[config.mk]
export PLATFORM = sky130hd
export DESIGN_NAME = rsb_top
export DESIGN_NICKNAME = d
export VERILOG_FILES = /design/src/inc/rsb_pkg.sv /design/src/rtl/rsb_top.sv
export SDC_FILE = /design/constraint.sdc
export NUM_CORES = 1
export LEC_CHECK = 0
export ABC_CLOCK_PERIOD_IN_PS = 5500
export BUFFER_PORTS_ARGS = -buffer_cell sky130_fd_sc_hd__buf_2
export CORE_AREA = 2 2 82 84
export DETAILED_ROUTE_END_ITERATION = 16
export DIE_AREA = 0 0 84 86
export PLACE_DENSITY = 0.61
export SYNTH_ARGS = -nofsm -noshare
export SYNTH_HDL_FRONTEND = slang
export SYNTH_SLANG_ARGS = --single-unit
[constraint.sdc]
create_clock -name sys_clk -period 5.5 [get_ports sys_clk]
set_clock_uncertainty 0.1 [all_clocks]
set_input_delay 0.55 -clock sys_clk [delete_from_list [all_inputs] [get_ports sys_clk]]
set_output_delay 0.55 -clock sys_clk [all_outputs]
set_load 0.02 [all_outputs]
[src/inc/rsb_pkg.sv]
// Package for the reset strap boot configuration block.
// Assumes one 250 MHz system clock and a synchronous active-low reset.
package rsb_pkg;

  // ----------------------------------------------------------------
  // Strap bit positions on the low data pins
  // ----------------------------------------------------------------
  localparam int STRAP_AA_BIT    = 7;
  localparam int STRAP_PS_HI     = 6;
  localparam int STRAP_PS_LO     = 5;
  localparam int STRAP_PAR_BIT   = 4;
  localparam int STRAP_RANGE_HI  = 3;
  localparam int STRAP_RANGE_LO  = 2;
  localparam int STRAP_RATIO_HI  = 1;
  localparam int STRAP_RATIO_LO  = 0;

  // ----------------------------------------------------------------
  // Encodings and reset values
  // ----------------------------------------------------------------
  localparam logic [1:0] PW_32         = 2'h0;
  localparam logic [1:0] PW_8          = 2'h1;
  localparam logic [1:0] PW_16         = 2'h2;
  localparam logic [1:0] RATIO_QUARTER = 2'h0;
  localparam logic [1:0] RATIO_RSVD    = 2'h1;
  localparam logic [1:0] RATIO_HALF    = 2'h2;
  localparam logic [1:0] RATIO_THIRD   = 2'h3;
  localparam logic [1:0] RANGE_RSVD    = 2'h3;
  localparam logic [3:0] AA_WAIT_STATES = 4'hf;
  localparam logic [7:0] STRAP_RST     = 8'h00;

  // Core cycles per bus clock for each ratio.
  localparam logic [2:0] DIV_HALF      = 3'h2;
  localparam logic [2:0] DIV_THIRD     = 3'h3;
  localparam logic [2:0] DIV_QUARTER   = 3'h4;

  // Lock settling time after the reset input rises, in ns.
  localparam int LOCK_TIME_NS  = 1000;
  localparam int CLK_PERIOD_NS = 4;
  localparam int LOCK_CYCLES   = LOCK_TIME_NS / CLK_PERIOD_NS;

  typedef enum logic [1:0] {ST_RUN, ST_RESET, ST_RELOCK} rsb_state_t;

endpackage

[src/rtl/rsb_top.sv]
// Reset entry, strap capture and boot chip-select defaults.
// Assumes reset_in_n, lock status and straps come from pins and are
// synchronised here; the clock generator itself lives outside.
//
// Contract
// - Reset input forces reset exception state.
// - In reset, negate request/driven, float bus.
// - Reset output asserts with reset input.
// - Reset output held until clock relocks.
// - Bus clock is core divided by ratio.
// - D7 latches boot auto-ack, 15 waits.
// - D6:5 latch boot port width.
// - D4 latches pin-assignment default.
// - D3:2 latch clock range code.
// - D1:0 latch bus clock ratio.
// - Reset clears selects; only boot valid.
// - Boot select matches any address.
// - Select changes only on bus clock fall; code also clears it at reset entry, fall or not.
// - Read strobe only when select matches.
`timescale 1ns/1ns
module rsb_top
  import rsb_pkg::*;
(
  input  wire logic        sys_clk,
  input  wire logic        rst_n,
  input  wire logic        reset_in_n,
  input  wire logic        pll_locked,
  input  wire logic [7:0]  data_in,
  input  wire logic        xfer_req,
  input  wire logic        xfer_read,
  output logic             reset_out_n,
  output logic             in_reset,
  output logic             bus_request_n,
  output logic             bus_driven_n,
  output logic             bus_oe,
  output logic             auto_ack_enable,
  output logic [3:0]       auto_ack_waits,
  output logic [1:0]       port_width,
  output logic             pin_assignment,
  output logic [1:0]       pll_range_strap,
  output logic             range_reserved,
  output logic [1:0]       bus_ratio,
  output logic             ratio_reserved,
  output logic             boot_select_valid,
  output logic             bus_clock_out,
  output logic             boot_select_n,
  output logic             read_enable_n
);
  import rsb_pkg::*;

  // ------------------------------------------------------------------
  // Pin synchronisers
  // ------------------------------------------------------------------
  // Two stages per pin; only the second stage is read by logic.
  logic       rin_s1_r, rin_s2_r, lock_s1_r, lock_s2_r;
  logic [7:0] dat_s1_r, dat_s2_r;
  logic       rin_s1_nxt, rin_s2_nxt, lock_s1_nxt, lock_s2_nxt;
  logic [7:0] dat_s1_nxt, dat_s2_nxt;

  always_comb
  begin
    rin_s1_nxt  = reset_in_n;
    rin_s2_nxt  = rin_s1_r;
    lock_s1_nxt = pll_locked;
    lock_s2_nxt = lock_s1_r;
    dat_s1_nxt  = data_in;
    dat_s2_nxt  = dat_s1_r;
  end

  always_ff @(posedge sys_clk)
  begin
    if (!rst_n)
    begin
      rin_s1_r  <= 1'b0;
      rin_s2_r  <= 1'b0;
      lock_s1_r <= 1'b0;
      lock_s2_r <= 1'b0;
      dat_s1_r  <= STRAP_RST;
      dat_s2_r  <= STRAP_RST;
    end
    else
    begin
      rin_s1_r  <= rin_s1_nxt;
      rin_s2_r  <= rin_s2_nxt;
      lock_s1_r <= lock_s1_nxt;
      lock_s2_r <= lock_s2_nxt;
      dat_s1_r  <= dat_s1_nxt;
      dat_s2_r  <= dat_s2_nxt;
    end
  end

  // ------------------------------------------------------------------
  // Reset sequencer
  // ------------------------------------------------------------------
  // The lock input alone cannot be trusted right after reset entry, as
  // the clock generator takes a while to drop lock; a minimum hold time
  // covers that window.
  rsb_state_t  state_r, state_nxt;
  logic [15:0] hold_r, hold_nxt;
  logic [7:0]  strap_r, strap_nxt;
  logic        rin_prev_r, rin_prev_nxt;
  logic        rout_r, rout_nxt;

  always_comb
  begin
    state_nxt    = state_r;
    hold_nxt     = hold_r;
    strap_nxt    = strap_r;
    rin_prev_nxt = rin_s2_r;
    rout_nxt     = rout_r;
    case (state_r)
      ST_RUN:
      begin
        if (!rin_s2_r)
        begin
          state_nxt = ST_RESET;
          rout_nxt  = 1'b0;
        end
      end
      ST_RESET:
      begin
        rout_nxt = 1'b0;
        hold_nxt = 16'h0000;
        // Capture straps exactly on the reset input's rising edge.
        if (rin_s2_r && !rin_prev_r)
        begin
          strap_nxt = dat_s2_r;
          state_nxt = ST_RELOCK;
        end
      end
      ST_RELOCK:
      begin
        if (!rin_s2_r)
          state_nxt = ST_RESET;
        else if (hold_r >= 16'(LOCK_CYCLES) && lock_s2_r)
        begin
          rout_nxt  = 1'b1;
          state_nxt = ST_RUN;
        end
        else if (hold_r < 16'(LOCK_CYCLES))
          hold_nxt = hold_r + 16'h0001;
      end
      default:
        state_nxt = ST_RESET;
    endcase
  end

  // Reset comes up in the reset state so the straps get a clean capture.
  always_ff @(posedge sys_clk)
  begin
    if (!rst_n)
    begin
      state_r    <= ST_RESET;
      hold_r     <= 16'h0000;
      strap_r    <= STRAP_RST;
      rin_prev_r <= 1'b0;
      rout_r     <= 1'b0;
    end
    else
    begin
      state_r    <= state_nxt;
      hold_r     <= hold_nxt;
      strap_r    <= strap_nxt;
      rin_prev_r <= rin_prev_nxt;
      rout_r     <= rout_nxt;
    end
  end

  // ------------------------------------------------------------------
  // Strap decode
  // ------------------------------------------------------------------
  // Port width: 1x always means 16-bit regardless of the low bit.
  function automatic logic [1:0] pw_decode(input logic [1:0] s);
    pw_decode = s[1] ? PW_16 : (s[0] ? PW_8 : PW_32);
  endfunction

  // Bus clock divide for a ratio code; the reserved code runs as 1/4.
  function automatic logic [2:0] div_decode(input logic [1:0] r);
    if (r == RATIO_HALF)
      div_decode = DIV_HALF;
    else if (r == RATIO_THIRD)
      div_decode = DIV_THIRD;
    else
      div_decode = DIV_QUARTER;
  endfunction

  // ------------------------------------------------------------------
  // Bus clock divider and boot select
  // ------------------------------------------------------------------
  // The divider is held at zero in reset so the bus clock restarts
  // cleanly with the new ratio.
  logic [2:0] div_cnt_r, div_cnt_nxt;
  logic       bclk_r, bclk_nxt;
  logic       bclk_fall;
  logic       cs_r, cs_nxt;
  logic       oe_r, oe_nxt;
  logic       active;
  logic [2:0] div_n;

  always_comb
  begin
    active      = (state_r == ST_RUN);
    div_n       = div_decode(strap_r[STRAP_RATIO_HI:STRAP_RATIO_LO]);
    div_cnt_nxt = 3'h0;
    bclk_nxt    = 1'b0;
    if (active)
    begin
      div_cnt_nxt = (div_cnt_r == div_n - 3'h1) ? 3'h0
                                                : div_cnt_r + 3'h1;
      bclk_nxt    = (div_cnt_nxt < (div_n >> 1));
    end
    bclk_fall = bclk_r && !bclk_nxt;
    cs_nxt    = cs_r;
    oe_nxt    = oe_r;
    if (!active)
    begin
      cs_nxt = 1'b0;
      oe_nxt = 1'b0;
    end
    else if (bclk_fall)
    begin
      cs_nxt = xfer_req;
      oe_nxt = xfer_req && xfer_read;
    end
  end

  always_ff @(posedge sys_clk)
  begin
    if (!rst_n)
    begin
      div_cnt_r <= 3'h0;
      bclk_r    <= 1'b0;
      cs_r      <= 1'b0;
      oe_r      <= 1'b0;
    end
    else
    begin
      div_cnt_r <= div_cnt_nxt;
      bclk_r    <= bclk_nxt;
      cs_r      <= cs_nxt;
      oe_r      <= oe_nxt;
    end
  end

  // ------------------------------------------------------------------
  // Output registers
  // ------------------------------------------------------------------
  // All outputs are registered once more so each leaves from a flop.
  always_ff @(posedge sys_clk)
  begin
    if (!rst_n)
    begin
      reset_out_n       <= 1'b0;
      in_reset          <= 1'b1;
      bus_request_n     <= 1'b1;
      bus_driven_n      <= 1'b1;
      bus_oe            <= 1'b0;
      auto_ack_enable   <= 1'b0;
      auto_ack_waits    <= 4'h0;
      port_width        <= PW_32;
      pin_assignment    <= 1'b0;
      pll_range_strap   <= 2'h0;
      range_reserved    <= 1'b0;
      bus_ratio         <= RATIO_QUARTER;
      ratio_reserved    <= 1'b0;
      boot_select_valid <= 1'b0;
      bus_clock_out     <= 1'b0;
      boot_select_n     <= 1'b1;
      read_enable_n     <= 1'b1;
    end
    else
    begin
      reset_out_n     <= rout_r;
      in_reset        <= !active;
      bus_request_n   <= 1'b1;
      bus_driven_n    <= active ? 1'b0 : 1'b1;
      bus_oe          <= active;
      auto_ack_enable <= strap_r[STRAP_AA_BIT];
      auto_ack_waits  <= strap_r[STRAP_AA_BIT] ? AA_WAIT_STATES
                                               : 4'h0;
      port_width      <= pw_decode(
                           strap_r[STRAP_PS_HI:STRAP_PS_LO]);
      pin_assignment  <= strap_r[STRAP_PAR_BIT];
      pll_range_strap <= strap_r[STRAP_RANGE_HI:STRAP_RANGE_LO];
      range_reserved  <= (strap_r[STRAP_RANGE_HI:STRAP_RANGE_LO]
                          == RANGE_RSVD);
      bus_ratio       <= strap_r[STRAP_RATIO_HI:STRAP_RATIO_LO];
      ratio_reserved  <= (strap_r[STRAP_RATIO_HI:STRAP_RATIO_LO]
                          == RATIO_RSVD);
      boot_select_valid <= (state_r != ST_RESET);
      bus_clock_out   <= bclk_r;
      boot_select_n   <= !cs_r;
      read_enable_n   <= !oe_r;
    end
  end

endmodule

==> results of run 1 <==
[critical path, stage by stage, from the launching register on]
cell	delay, ps
dfxtp_1	370
inv_1	70
ha_1	210
and3b_1	160
o311a_1	330
o31ai_4	450
a31oi_1	150
a41o_2	240
[stage by stage]
step           setup slack, ps  instance area, um2  hold slack, ps
2_1_floorplan             3590                2480             257
3_3_place_gp              3380                2660             278
3_5_place_dp              3330                2660             272
4_1_cts                   3310                2860             295
5_1_grt                   3160                2860             295
6_report                  3310                2860             290
[layer usage]
| layer | routed length, um | part of all wire | GRT usage |
|---|---|---|---|
| met5 | 0 | 0 | 0 |
| met3 | 245 | 0.063 | 0.0645 |
| met2 | 1740 | 0.45 | 0.174 |
| met4 | 71 | 0.018 | 0.0572 |
| met1 | 1830 | 0.47 | 0.136 |
[power by group]
part	leakage, nW	internal, mW	total [mW]	switching [mW]
Combinational	0.587	0.0124	0.0280	0.0156
Clock	0.0981	0.219	0.403	0.184
Sequential	0.577	0.523	0.526	0.00320
[worst paths after layout]
path                   from  slack (ps)  cells after the start            end
setup / recovery  hold_r[0]        3310                      7      hold_r[5]
hold / removal         cs_r         290                      1  boot_select_n
setup reg to reg  hold_r[0]        3310                      7      hold_r[5]
hold reg to reg        cs_r         290                      1  boot_select_n
[layout by cell type, fill, tap and decap left out, drive strengths merged, types with 3 or more instances in the layout]
| master | netlist | routed |
|---|---|---|
| a21oi | 4 | 4 |
| a31oi | 5 | 5 |
| and2 | 35 | 35 |
| and3 | 12 | 12 |
| buf | 8 | 35 |
| clkbuf | 8 | 10 |
| clkinv | 0 | 3 |
| dfxtp | 71 | 71 |
| ha | 4 | 4 |
| inv | 5 | 5 |
| mux2i | 10 | 10 |
| nand2 | 12 | 12 |
| nand2b | 3 | 3 |
| nor2 | 10 | 10 |
| nor2b | 12 | 12 |
| nor4 | 3 | 3 |
| o21ai | 4 | 4 |
[synthesized netlist by cell type (all sizes together), types with 3 or more instances]
cell type / n / share of area
nor2: 10 / 0.015
nand2b: 3 / 0.0076
clkbuf: 8 / 0.014
ha: 4 / 0.020
dfxtp: 71 / 0.57
and2: 35 / 0.088
mux2i: 10 / 0.040
nand2: 12 / 0.018
and3: 12 / 0.031
nor4: 3 / 0.0076
inv: 5 / 0.0076
a31oi: 5 / 0.013
buf: 8 / 0.025
a21oi: 4 / 0.0081
o21ai: 4 / 0.0081
nor2b: 12 / 0.030
[registers in the layout (all words and copies together) (netlist names), 2 cells and up]
| register | flops |
|---|---|
| dat_s1_r | 8 |
| port_width | 2 |
| strap_r | 8 |
| dat_s2_r | 8 |
| state_r | 2 |
| div_cnt_r | 3 |
| pll_range_strap | 2 |
| hold_r | 16 |
| bus_ratio | 2 |
[logic make-up after synthesis]
logic type               after synthesis  synth area share
AND/OR/NAND/NOR                      103             0.252
buffers and inverters                 21            0.0460
adder cells (fa/ha/maj)                4            0.0202
AO/OA/AOI/OAI                         22            0.0667
flip-flops                            71             0.574
multiplexers                          10            0.0404
other                                  1           0.00151
[final cells by class]
class	count	area, um2
Clock inverter	6	60.1
Multi-Input combinational cell	140	947
Tap cell	77	96.3
Fill cell	597	3420
Sequential cell	71	1420
Clock buffer	10	138
Inverter	5	18.8
Timing Repair Buffer	35	175
==> impl_results.md, run 1 <==
* Cells after Synth at between 200 and 250
* Status: finished clean
* CTS max path bufs at 2
* Cts bufs inserted at 9
* Peak VDD IR at roughly 0.00016 V
* Setup crit end kind: register
* Final non-filler cell total at 344
* Setup total negative slack at 0 ps
* Total clock sinks at 71
* Worst-Margin Slew at between 800 and 900 ps
* Net total in the final layout at 280
* Max Fclk at 457 MHz
* Final Hold Vio Count at 0
* Vias in the first global route at 1464
* Clk Latency, worst-skew pair at 340 ps
* DRT antenna net count at 0
* Slew Viols, Final at 0
* EDFF count, synth at 0
* Maximum level of the CTS H-tree at 3
* Tmin final at roughly 2200 ps
* Synth warnings at 0
* Syn Area/Cell at 10.7 um2
* Via density at ~4.7
* Power density over the cells at between 300 and 400 mW/mm2
* Main synth FF type: dfxtp_1
* Count of endpoints failing setup in the final report at 0
* Overall Global Routing Usage at 0.117
* ANT cells at 0
* Netlist cell types at roughly 40
* Largest net degree at the start of global routing at 57
* Worst-path clk slew at 70 ps
* Row cnt at 29
* Pwr Total at 0.958 mW
* Initial antenna violation count at 0
* Post-CTS sizing at 0
* Number of max-cap violations at 0
* Seq cells post-synth at between 70 and 80
* WL per Instance at ~11 um
* Worst setup SP type: register
* CP Data Required Time at between 5000 and 6000 ps
* I/O pin count at 37
* DIE AREA at about 0.0072 mm2
* Share of layout cells above drive strength 1 at 0.228
* DRT Wirelength at 3890 um
* Sequential area share after synthesis at 0.574
* Worst Path Arrival at 2320 ps
* Unrepaired setup endpoints after global routing: no
* Vias at ~1600
* Initial core utilization at 0.395
* Hold buffer count at CTS at 0
* Placed Instances at between 300 and 400
* Fin crit share at 0.398
* Post-CTS Repair Setup Buffers at 0
* Core Area at 0.00628 mm2
* CP max FO at 13
* Post-detail-place hpwl at 2510 um
* Cell leakage power at ~1.3 nW
* Residual DRC count at 0
* Syn Std Cell Area at approximately 0.0025 mm2
* CTS tree: done
* Kind of critical path: register to register
* TritonRoute pass-1 iters at 4
* Remaining Overflow, GRT at 0
* First-pass GRT wire length at 6480 um
* Slew margin rel. at 0.404
* First DRT Iteration DRCs at ~120
* Die Y at about 86 um
* DIE WIDTH at about 84 um
* IO Port Bufs at 35
* HP Class: register to register
* Gpl congestion at roughly 0.73
* Root buf cell: clkbuf_8
* Synth Net Count at 250
* Share of async-settable or async-resettable flops after synthesis at 0
* Synthesis-to-finish area growth at 15.3%
* Final core occ at 0.455
No activity file was read; power rests on OpenSTA's default activity.
==> run 2, diff against run 1 <==
--- a/config.mk
+++ b/config.mk
@@ -5,7 +5,7 @@
 export SDC_FILE = /design/constraint.sdc
 export NUM_CORES = 1
 export LEC_CHECK = 0
-export ABC_CLOCK_PERIOD_IN_PS = 5500
+export ABC_CLOCK_PERIOD_IN_PS = 2110
 export BUFFER_PORTS_ARGS = -buffer_cell sky130_fd_sc_hd__buf_2
 export CORE_AREA = 2 2 82 84
 export DETAILED_ROUTE_END_ITERATION = 16
==> constraint.sdc (replaced) <==
create_clock -name sys_clk -period 2.11 [get_ports sys_clk]
set_clock_uncertainty 0.1 [all_clocks]
set_input_delay 0.211 -clock sys_clk [delete_from_list [all_inputs] [get_ports sys_clk]]
set_output_delay 0.211 -clock sys_clk [all_outputs]
set_load 0.02 [all_outputs]
==> impl_results.md, run 2 (same netlist as run 1, synthesis figures left out) <==
* ANT cells at 0
* I/O pin count at 37
* Initial antenna violation count at 0
* Cell area after layout at approximately 0.0030 mm2
* Final Hold Vio Count at 0
* Max Fclk at 495 MHz
* TritonRoute pass-1 iters at 4
* Overall Global Routing Usage at 0.125
* Core Area at 0.00628 mm2
* Share of layout cells above drive strength 1 at 0.247
* HP Class: primary input to register
* Worst setup SP type: register
* Placed inst area at between 0.002 and 0.003 mm2
* Initial core utilization at 0.395
* Most common cell after layout, fill and taps aside: dfxtp_1
* Routed met2 length at between 1500 and 2000 um
* Setup total negative slack at 0 ps
* Most frequent cells in the layout: dfxtp_1, buf_2, and2_1
* Post-detail-place hpwl at about 2600 um
* Gpl congestion at about 0.74
* IO Port Bufs at 35
* Slew Viols, Final at 0
* Power density over the cells at between 800 and 900 mW/mm2
* Final core occ at 0.480
* Remaining Overflow, GRT at 0
* Maximum level of the CTS H-tree at 3
* Largest register FFs at 16
* Vias in the first global route at between 1000 and 1500
* CP Data Required Time at around 2200 ps
* Cell leakage power at around 1.3 nW
* Worst Path Arrival at between 2000 and 2500 ps
* Status: finished clean
* Number of max-cap violations at 0
* Met3 wire len at 193 um
* Peak VDD IR at 0.000441 V
* Critical path's top delay family: compound AO/OA/AOI/OAI gates
* First-pass GRT wire length at 6930 um
* Largest net degree at the start of global routing at 34
* WHS at slightly above 30 ps
* DRT antenna net count at 0
* Hold path cells at 3
* Worst R2R Path Depth at 8
* Clk Latency, worst-skew pair at 340 ps
* Worst-path clk slew at roughly 70 ps
* Crit. path cell count at 8
* Crit path cell chain: inv_1 -> ha_1 -> and3b_1 -> o311a_1 -> o31ai_4 -> buf_4 -> a31oi_1 -> a41o_2
* Post-CTS Repair Setup Buffers at 0
* CP bufs+invs at 2
* Slowest cell on the critical path: dfxtp_1
* Crit-path max cell delay at roughly 370 ps
* Pwr Total at 2.47 mW
* DRT Wirelength at roughly 4200 um
* Die Y at ~86 um
* Vias at about 1700
* Kind of critical path: register to register
* WL met1 at around 2100 um
* WL per Instance at 11.6 um
* Row cnt at 29
* Residual DRC count at 0
* First DRT Iteration DRCs at ~90
* Final non-filler cell total at between 300 and 400
* CTS max path bufs at 2
* Placed Instances at approximately 330
* Total clock sinks at roughly 70
* DIE AREA at just over 0.007 mm2
* Synthesis-to-finish area growth at 21.6%
* CTS tree: done
* DIE WIDTH at between 80 and 90 um
* Root buf cell: clkbuf_8
* CP max FO at 5
* Net total in the final layout at around 300
* Placement Setup Slack at 88.7 ps
* Cts bufs inserted at 9
* Via density at approximately 4.6
* Unrepaired setup endpoints after global routing: yes
* Setup crit end kind: register
* Top reg by flops: hold_r
* Tmin final at ~2000 ps
* Count of endpoints failing setup in the final report at 0
* Setup WS post-layout at roughly 90 ps
* Highest routed layer: met4
* Fin crit share at 0.957
[run 2: changes by cell type in the layout (fill, tap and decap cells not counted), sizes merged]
cell / previous run / this run
clkinv: 3 / 2
dlygate4sd3: 0 / 10
bufinv: 1 / 0
clkbuf: 10 / 12
buf: 35 / 41
[run 2: worst min-delay path, stage by stage]
cell	delay, ps
buf_2	90
mux2i_1	60
nor2_1	70
[run 2: area by class of cell]
| type | instances | area [um2] |
|---|---|---|
| Clock buffer | 12 | 165 |
| Fill cell | 598 | 3260 |
| Inverter | 5 | 18.8 |
| Multi-Input combinational cell | 140 | 961 |
| Clock inverter | 4 | 28.8 |
| Timing Repair Buffer | 51 | 320 |
| Tap cell | 77 | 96.3 |
| Sequential cell | 71 | 1420 |
[run 2: worst paths after layout]
path	startpoint	end	slack [ps]
worst min register to register	oe_r	read_enable_n	290
worst max-delay path	hold_r[0]	hold_r[5]	90
worst max register to register	hold_r[0]	hold_r[5]	90
worst min-delay path	xfer_req	cs_r	30
[run 2: power by group]
group / switching (mW) / internal [mW]
Combinational: 0.0465 / 0.0496
Sequential: 0.00829 / 1.36
Clock: 0.484 / 0.523
[run 2: what timing repair did]
action                                  CTS  global route
hold buffers                             10             0
resized for setup                         0             3
endpoints found under the setup margin    0             3
hold endpoints to repair                 10             0
[run 2: per-layer routing]
layer	global-route usage	vias up
li1	-	866
met1	0.163	757
met2	0.170	39
met3	0.0568	8
met4	0.0704	0
met5	0	-
==> run 3, diff against run 2 <==
--- a/config.mk
+++ b/config.mk
@@ -5,11 +5,12 @@
 export SDC_FILE = /design/constraint.sdc
 export NUM_CORES = 1
 export LEC_CHECK = 0
+export ABC_AREA = 1
 export ABC_CLOCK_PERIOD_IN_PS = 2110
 export BUFFER_PORTS_ARGS = -buffer_cell sky130_fd_sc_hd__buf_2
-export CORE_AREA = 2 2 82 84
+export CORE_AREA = 2 2 85 87
 export DETAILED_ROUTE_END_ITERATION = 16
-export DIE_AREA = 0 0 84 86
+export DIE_AREA = 0 0 87 89
 export PLACE_DENSITY = 0.61
 export SYNTH_ARGS = -nofsm -noshare
 export SYNTH_HDL_FRONTEND = slang
==> impl_results.md, run 3 <==
* Status: finished clean
* Cell leakage power at 1.53 nW
* Crit-path most repeated cell: nand2_1
* Main synth FF type: dfxtp_1
* Core Area at roughly 0.0067 mm2
* Power density over the cells at roughly 810 mW/mm2
* Slew Viols, Final at 0
* First DRT Iteration DRCs at 59
* Vias at approximately 1900
* CP Data Required Time at approximately 2300 ps
* Worst-path clk slew at 80 ps
* Initial core utilization at 0.396
* Vias in the first global route at approximately 1800
* Post-detail-place hpwl at 2870 um
* ANT cells at 0
* WL per Instance at a little under 10 um
* I/O pin count at 37
* Cells after Synth at approximately 320
* DRT Wirelength at 4300 um
* Max Fclk at roughly 550 MHz
* IO Port Bufs at 35
* Share of layout cells above drive strength 1 at 0.240
* Synth Net Count at 333
* Final Hold Vio Count at 0
* CTS max path bufs at 2
* Largest register FFs at 16
* Multi-input logic area at ~930 um2
* Placement Setup Slack at around 250 ps
* Sw frac at 0.262
* Syn Std Cell Area at roughly 0.0027 mm2
* Critical path's top delay family: simple AND/OR/NAND/NOR gates
* Reg power frac at 0.546
* Initial antenna violation count at 0
* CP bufs+invs at 2
* Comb power frac at 0.066
* Top reg by flops: hold_r
* Most common cell after layout, fill and taps aside: dfxtp_1
* Slowest cell on the critical path: dfxtp_2
* Unrepaired setup endpoints after global routing: no
* Sw Pwr at ~0.67 mW
* First-pass GRT wire length at 7700 um
* Post-CTS Repair Setup Buffers at 0
* Crit-path max cell delay at between 300 and 400 ps
* Largest area contributor in the netlist: dfxtp_1
* Most frequent cells in the layout: dfxtp_1, nand2_1, inv_1
* Via density at ~4.3
* Total clock sinks at slightly above 70
* DIE AREA at 0.00774 mm2
* Remaining Overflow, GRT at 0
* Overall Global Routing Usage at 0.128
* Tmin final at approximately 1800 ps
* Seq cells post-synth at between 70 and 80
* Number of max-cap violations at 0
* P_int at 1.89 mW
* Fin crit share at 0.863
* Row cnt at 30
* Share of async-settable or async-resettable flops after synthesis at 0
* DRT antenna net count at 0
* DIE WIDTH at ~87 um
* Worst setup SP type: register
* Crit path cell chain: nand2_1 -> a21oi_1 -> nand2_1 -> nand2_1 -> inv_1 -> ha_1 -> inv_1 -> nand2_1 -> a21oi_1 -> nand2_1 -> nand2_1 -> nand2_1 -> a21oi_1
* Top cells by area, synth: dfxtp_1, nand2_1, inv_1
* Netlist cell types at 32
* Clock share of power at 0.388
* Sequential area share after synthesis at 0.534
* EDFF count, synth at 0
* Setup crit end kind: register
* Maximum level of the CTS H-tree at 3
* HP Class: primary input to register
* Yosys top cell area share at 0.534
* Gpl congestion at around 0.74
* CTS tree: done
* Kind of critical path: register to register
* Area taken by flip-flops and latches at between 0.001 and 0.0015 mm2
* Peak VDD IR at a little over 0.0004 V
* Clk Latency, worst-skew pair at between 300 and 400 ps
* Top-count cell post-synth: dfxtp_1
* Die Y at roughly 89 um
* Synthesis-to-finish area growth at 18.6%
* Count of endpoints failing setup in the final report at 0
* Net total in the final layout at approximately 380
* Worst Path Arrival at around 2000 ps
* Most frequent cells after synthesis: dfxtp_1, nand2_1, inv_1
* TritonRoute pass-1 iters at 4
* Setup WS post-layout at about 290 ps
* Synth warnings at 0
* Cts bufs inserted at 9
* Syn Area/Cell at around 8.4 um2
* Setup total negative slack at 0 ps
* Residual DRC count at 0
* Largest net degree at the start of global routing at 45
* CP max FO at 7
* # fillers at 651
* Root buf cell: clkbuf_8
## run 3: layout make-up
class | count | area share
Tap cell | 80 | 0.0317
Timing Repair Buffer | 47 | 0.0920
Clock buffer | 9 | 0.0392
Sequential cell | 71 | 0.451
Clock inverter | 7 | 0.0194
Inverter | 58 | 0.0713
Multi-Input combinational cell | 171 | 0.296
## run 3: power groups by stage
stage	clock network (mW)	registers, mW	logic [mW]
after floorplan	0	1.44	0.108
after global placement	0	1.43	0.155
after detailed placement	0	1.43	0.157
after CTS	1.04	1.40	0.172
after global routing	1.10	1.41	0.192
final	0.995	1.40	0.169
## run 3: cell families after synthesis
group           Yosys count  share of synthesized area
other cells               1                    0.00141
xor+xnor                  7                     0.0230
simple gates            129                      0.237
fa+ha+maj                 4                     0.0188
buf+inv                  73                      0.115
compound gates           30                     0.0705
flops                    71                      0.534
## run 3: worst min-delay path, stage by stage
cell and delay (ps):
buf_2 100, nand3_1 80, a21oi_1 60
## run 3: per-layer routing
metal	routed length, um	global-route usage
met5	0	0
met4	93	0.0597
met3	126	0.0443
met2	2100	0.223
met1	1970	0.141
## run 3: timing repair
action,4_1_cts,5_1_grt
gates resized for setup,0,1
hold buffers,10,0
endpoints found under the hold margin,10,0
setup endpoints to repair,0,1
## run 3: stage by stage
| step | power, mW | util | hold slack [ps] | area, um2 | instances |
|---|---|---|---|---|---|
| after floorplan | 1.55 | - | 209 | 2660 | 315 |
| after global placement | 1.59 | 0.427 | 279 | 2870 | 417 |
| after detailed placement | 1.59 | 0.427 | 282 | 2870 | 417 |
| after CTS | 2.61 | 0.470 | 41.5 | 3160 | 443 |
| after global routing | 2.70 | 0.470 | 53.2 | 3160 | 443 |
| final | 2.56 | 0.470 | 64.8 | 3160 | 443 |
## run 3: worst paths after layout
| path | startpoint | to | slack [ps] | cells after the start |
|---|---|---|---|---|
| setup / recovery | strap_r[1] | cs_r | 290 | 13 |
| hold / removal | xfer_req | cs_r | 60 | 3 |
| setup reg to reg | strap_r[1] | cs_r | 290 | 13 |
| hold reg to reg | oe_r | read_enable_n | 300 | 1 |
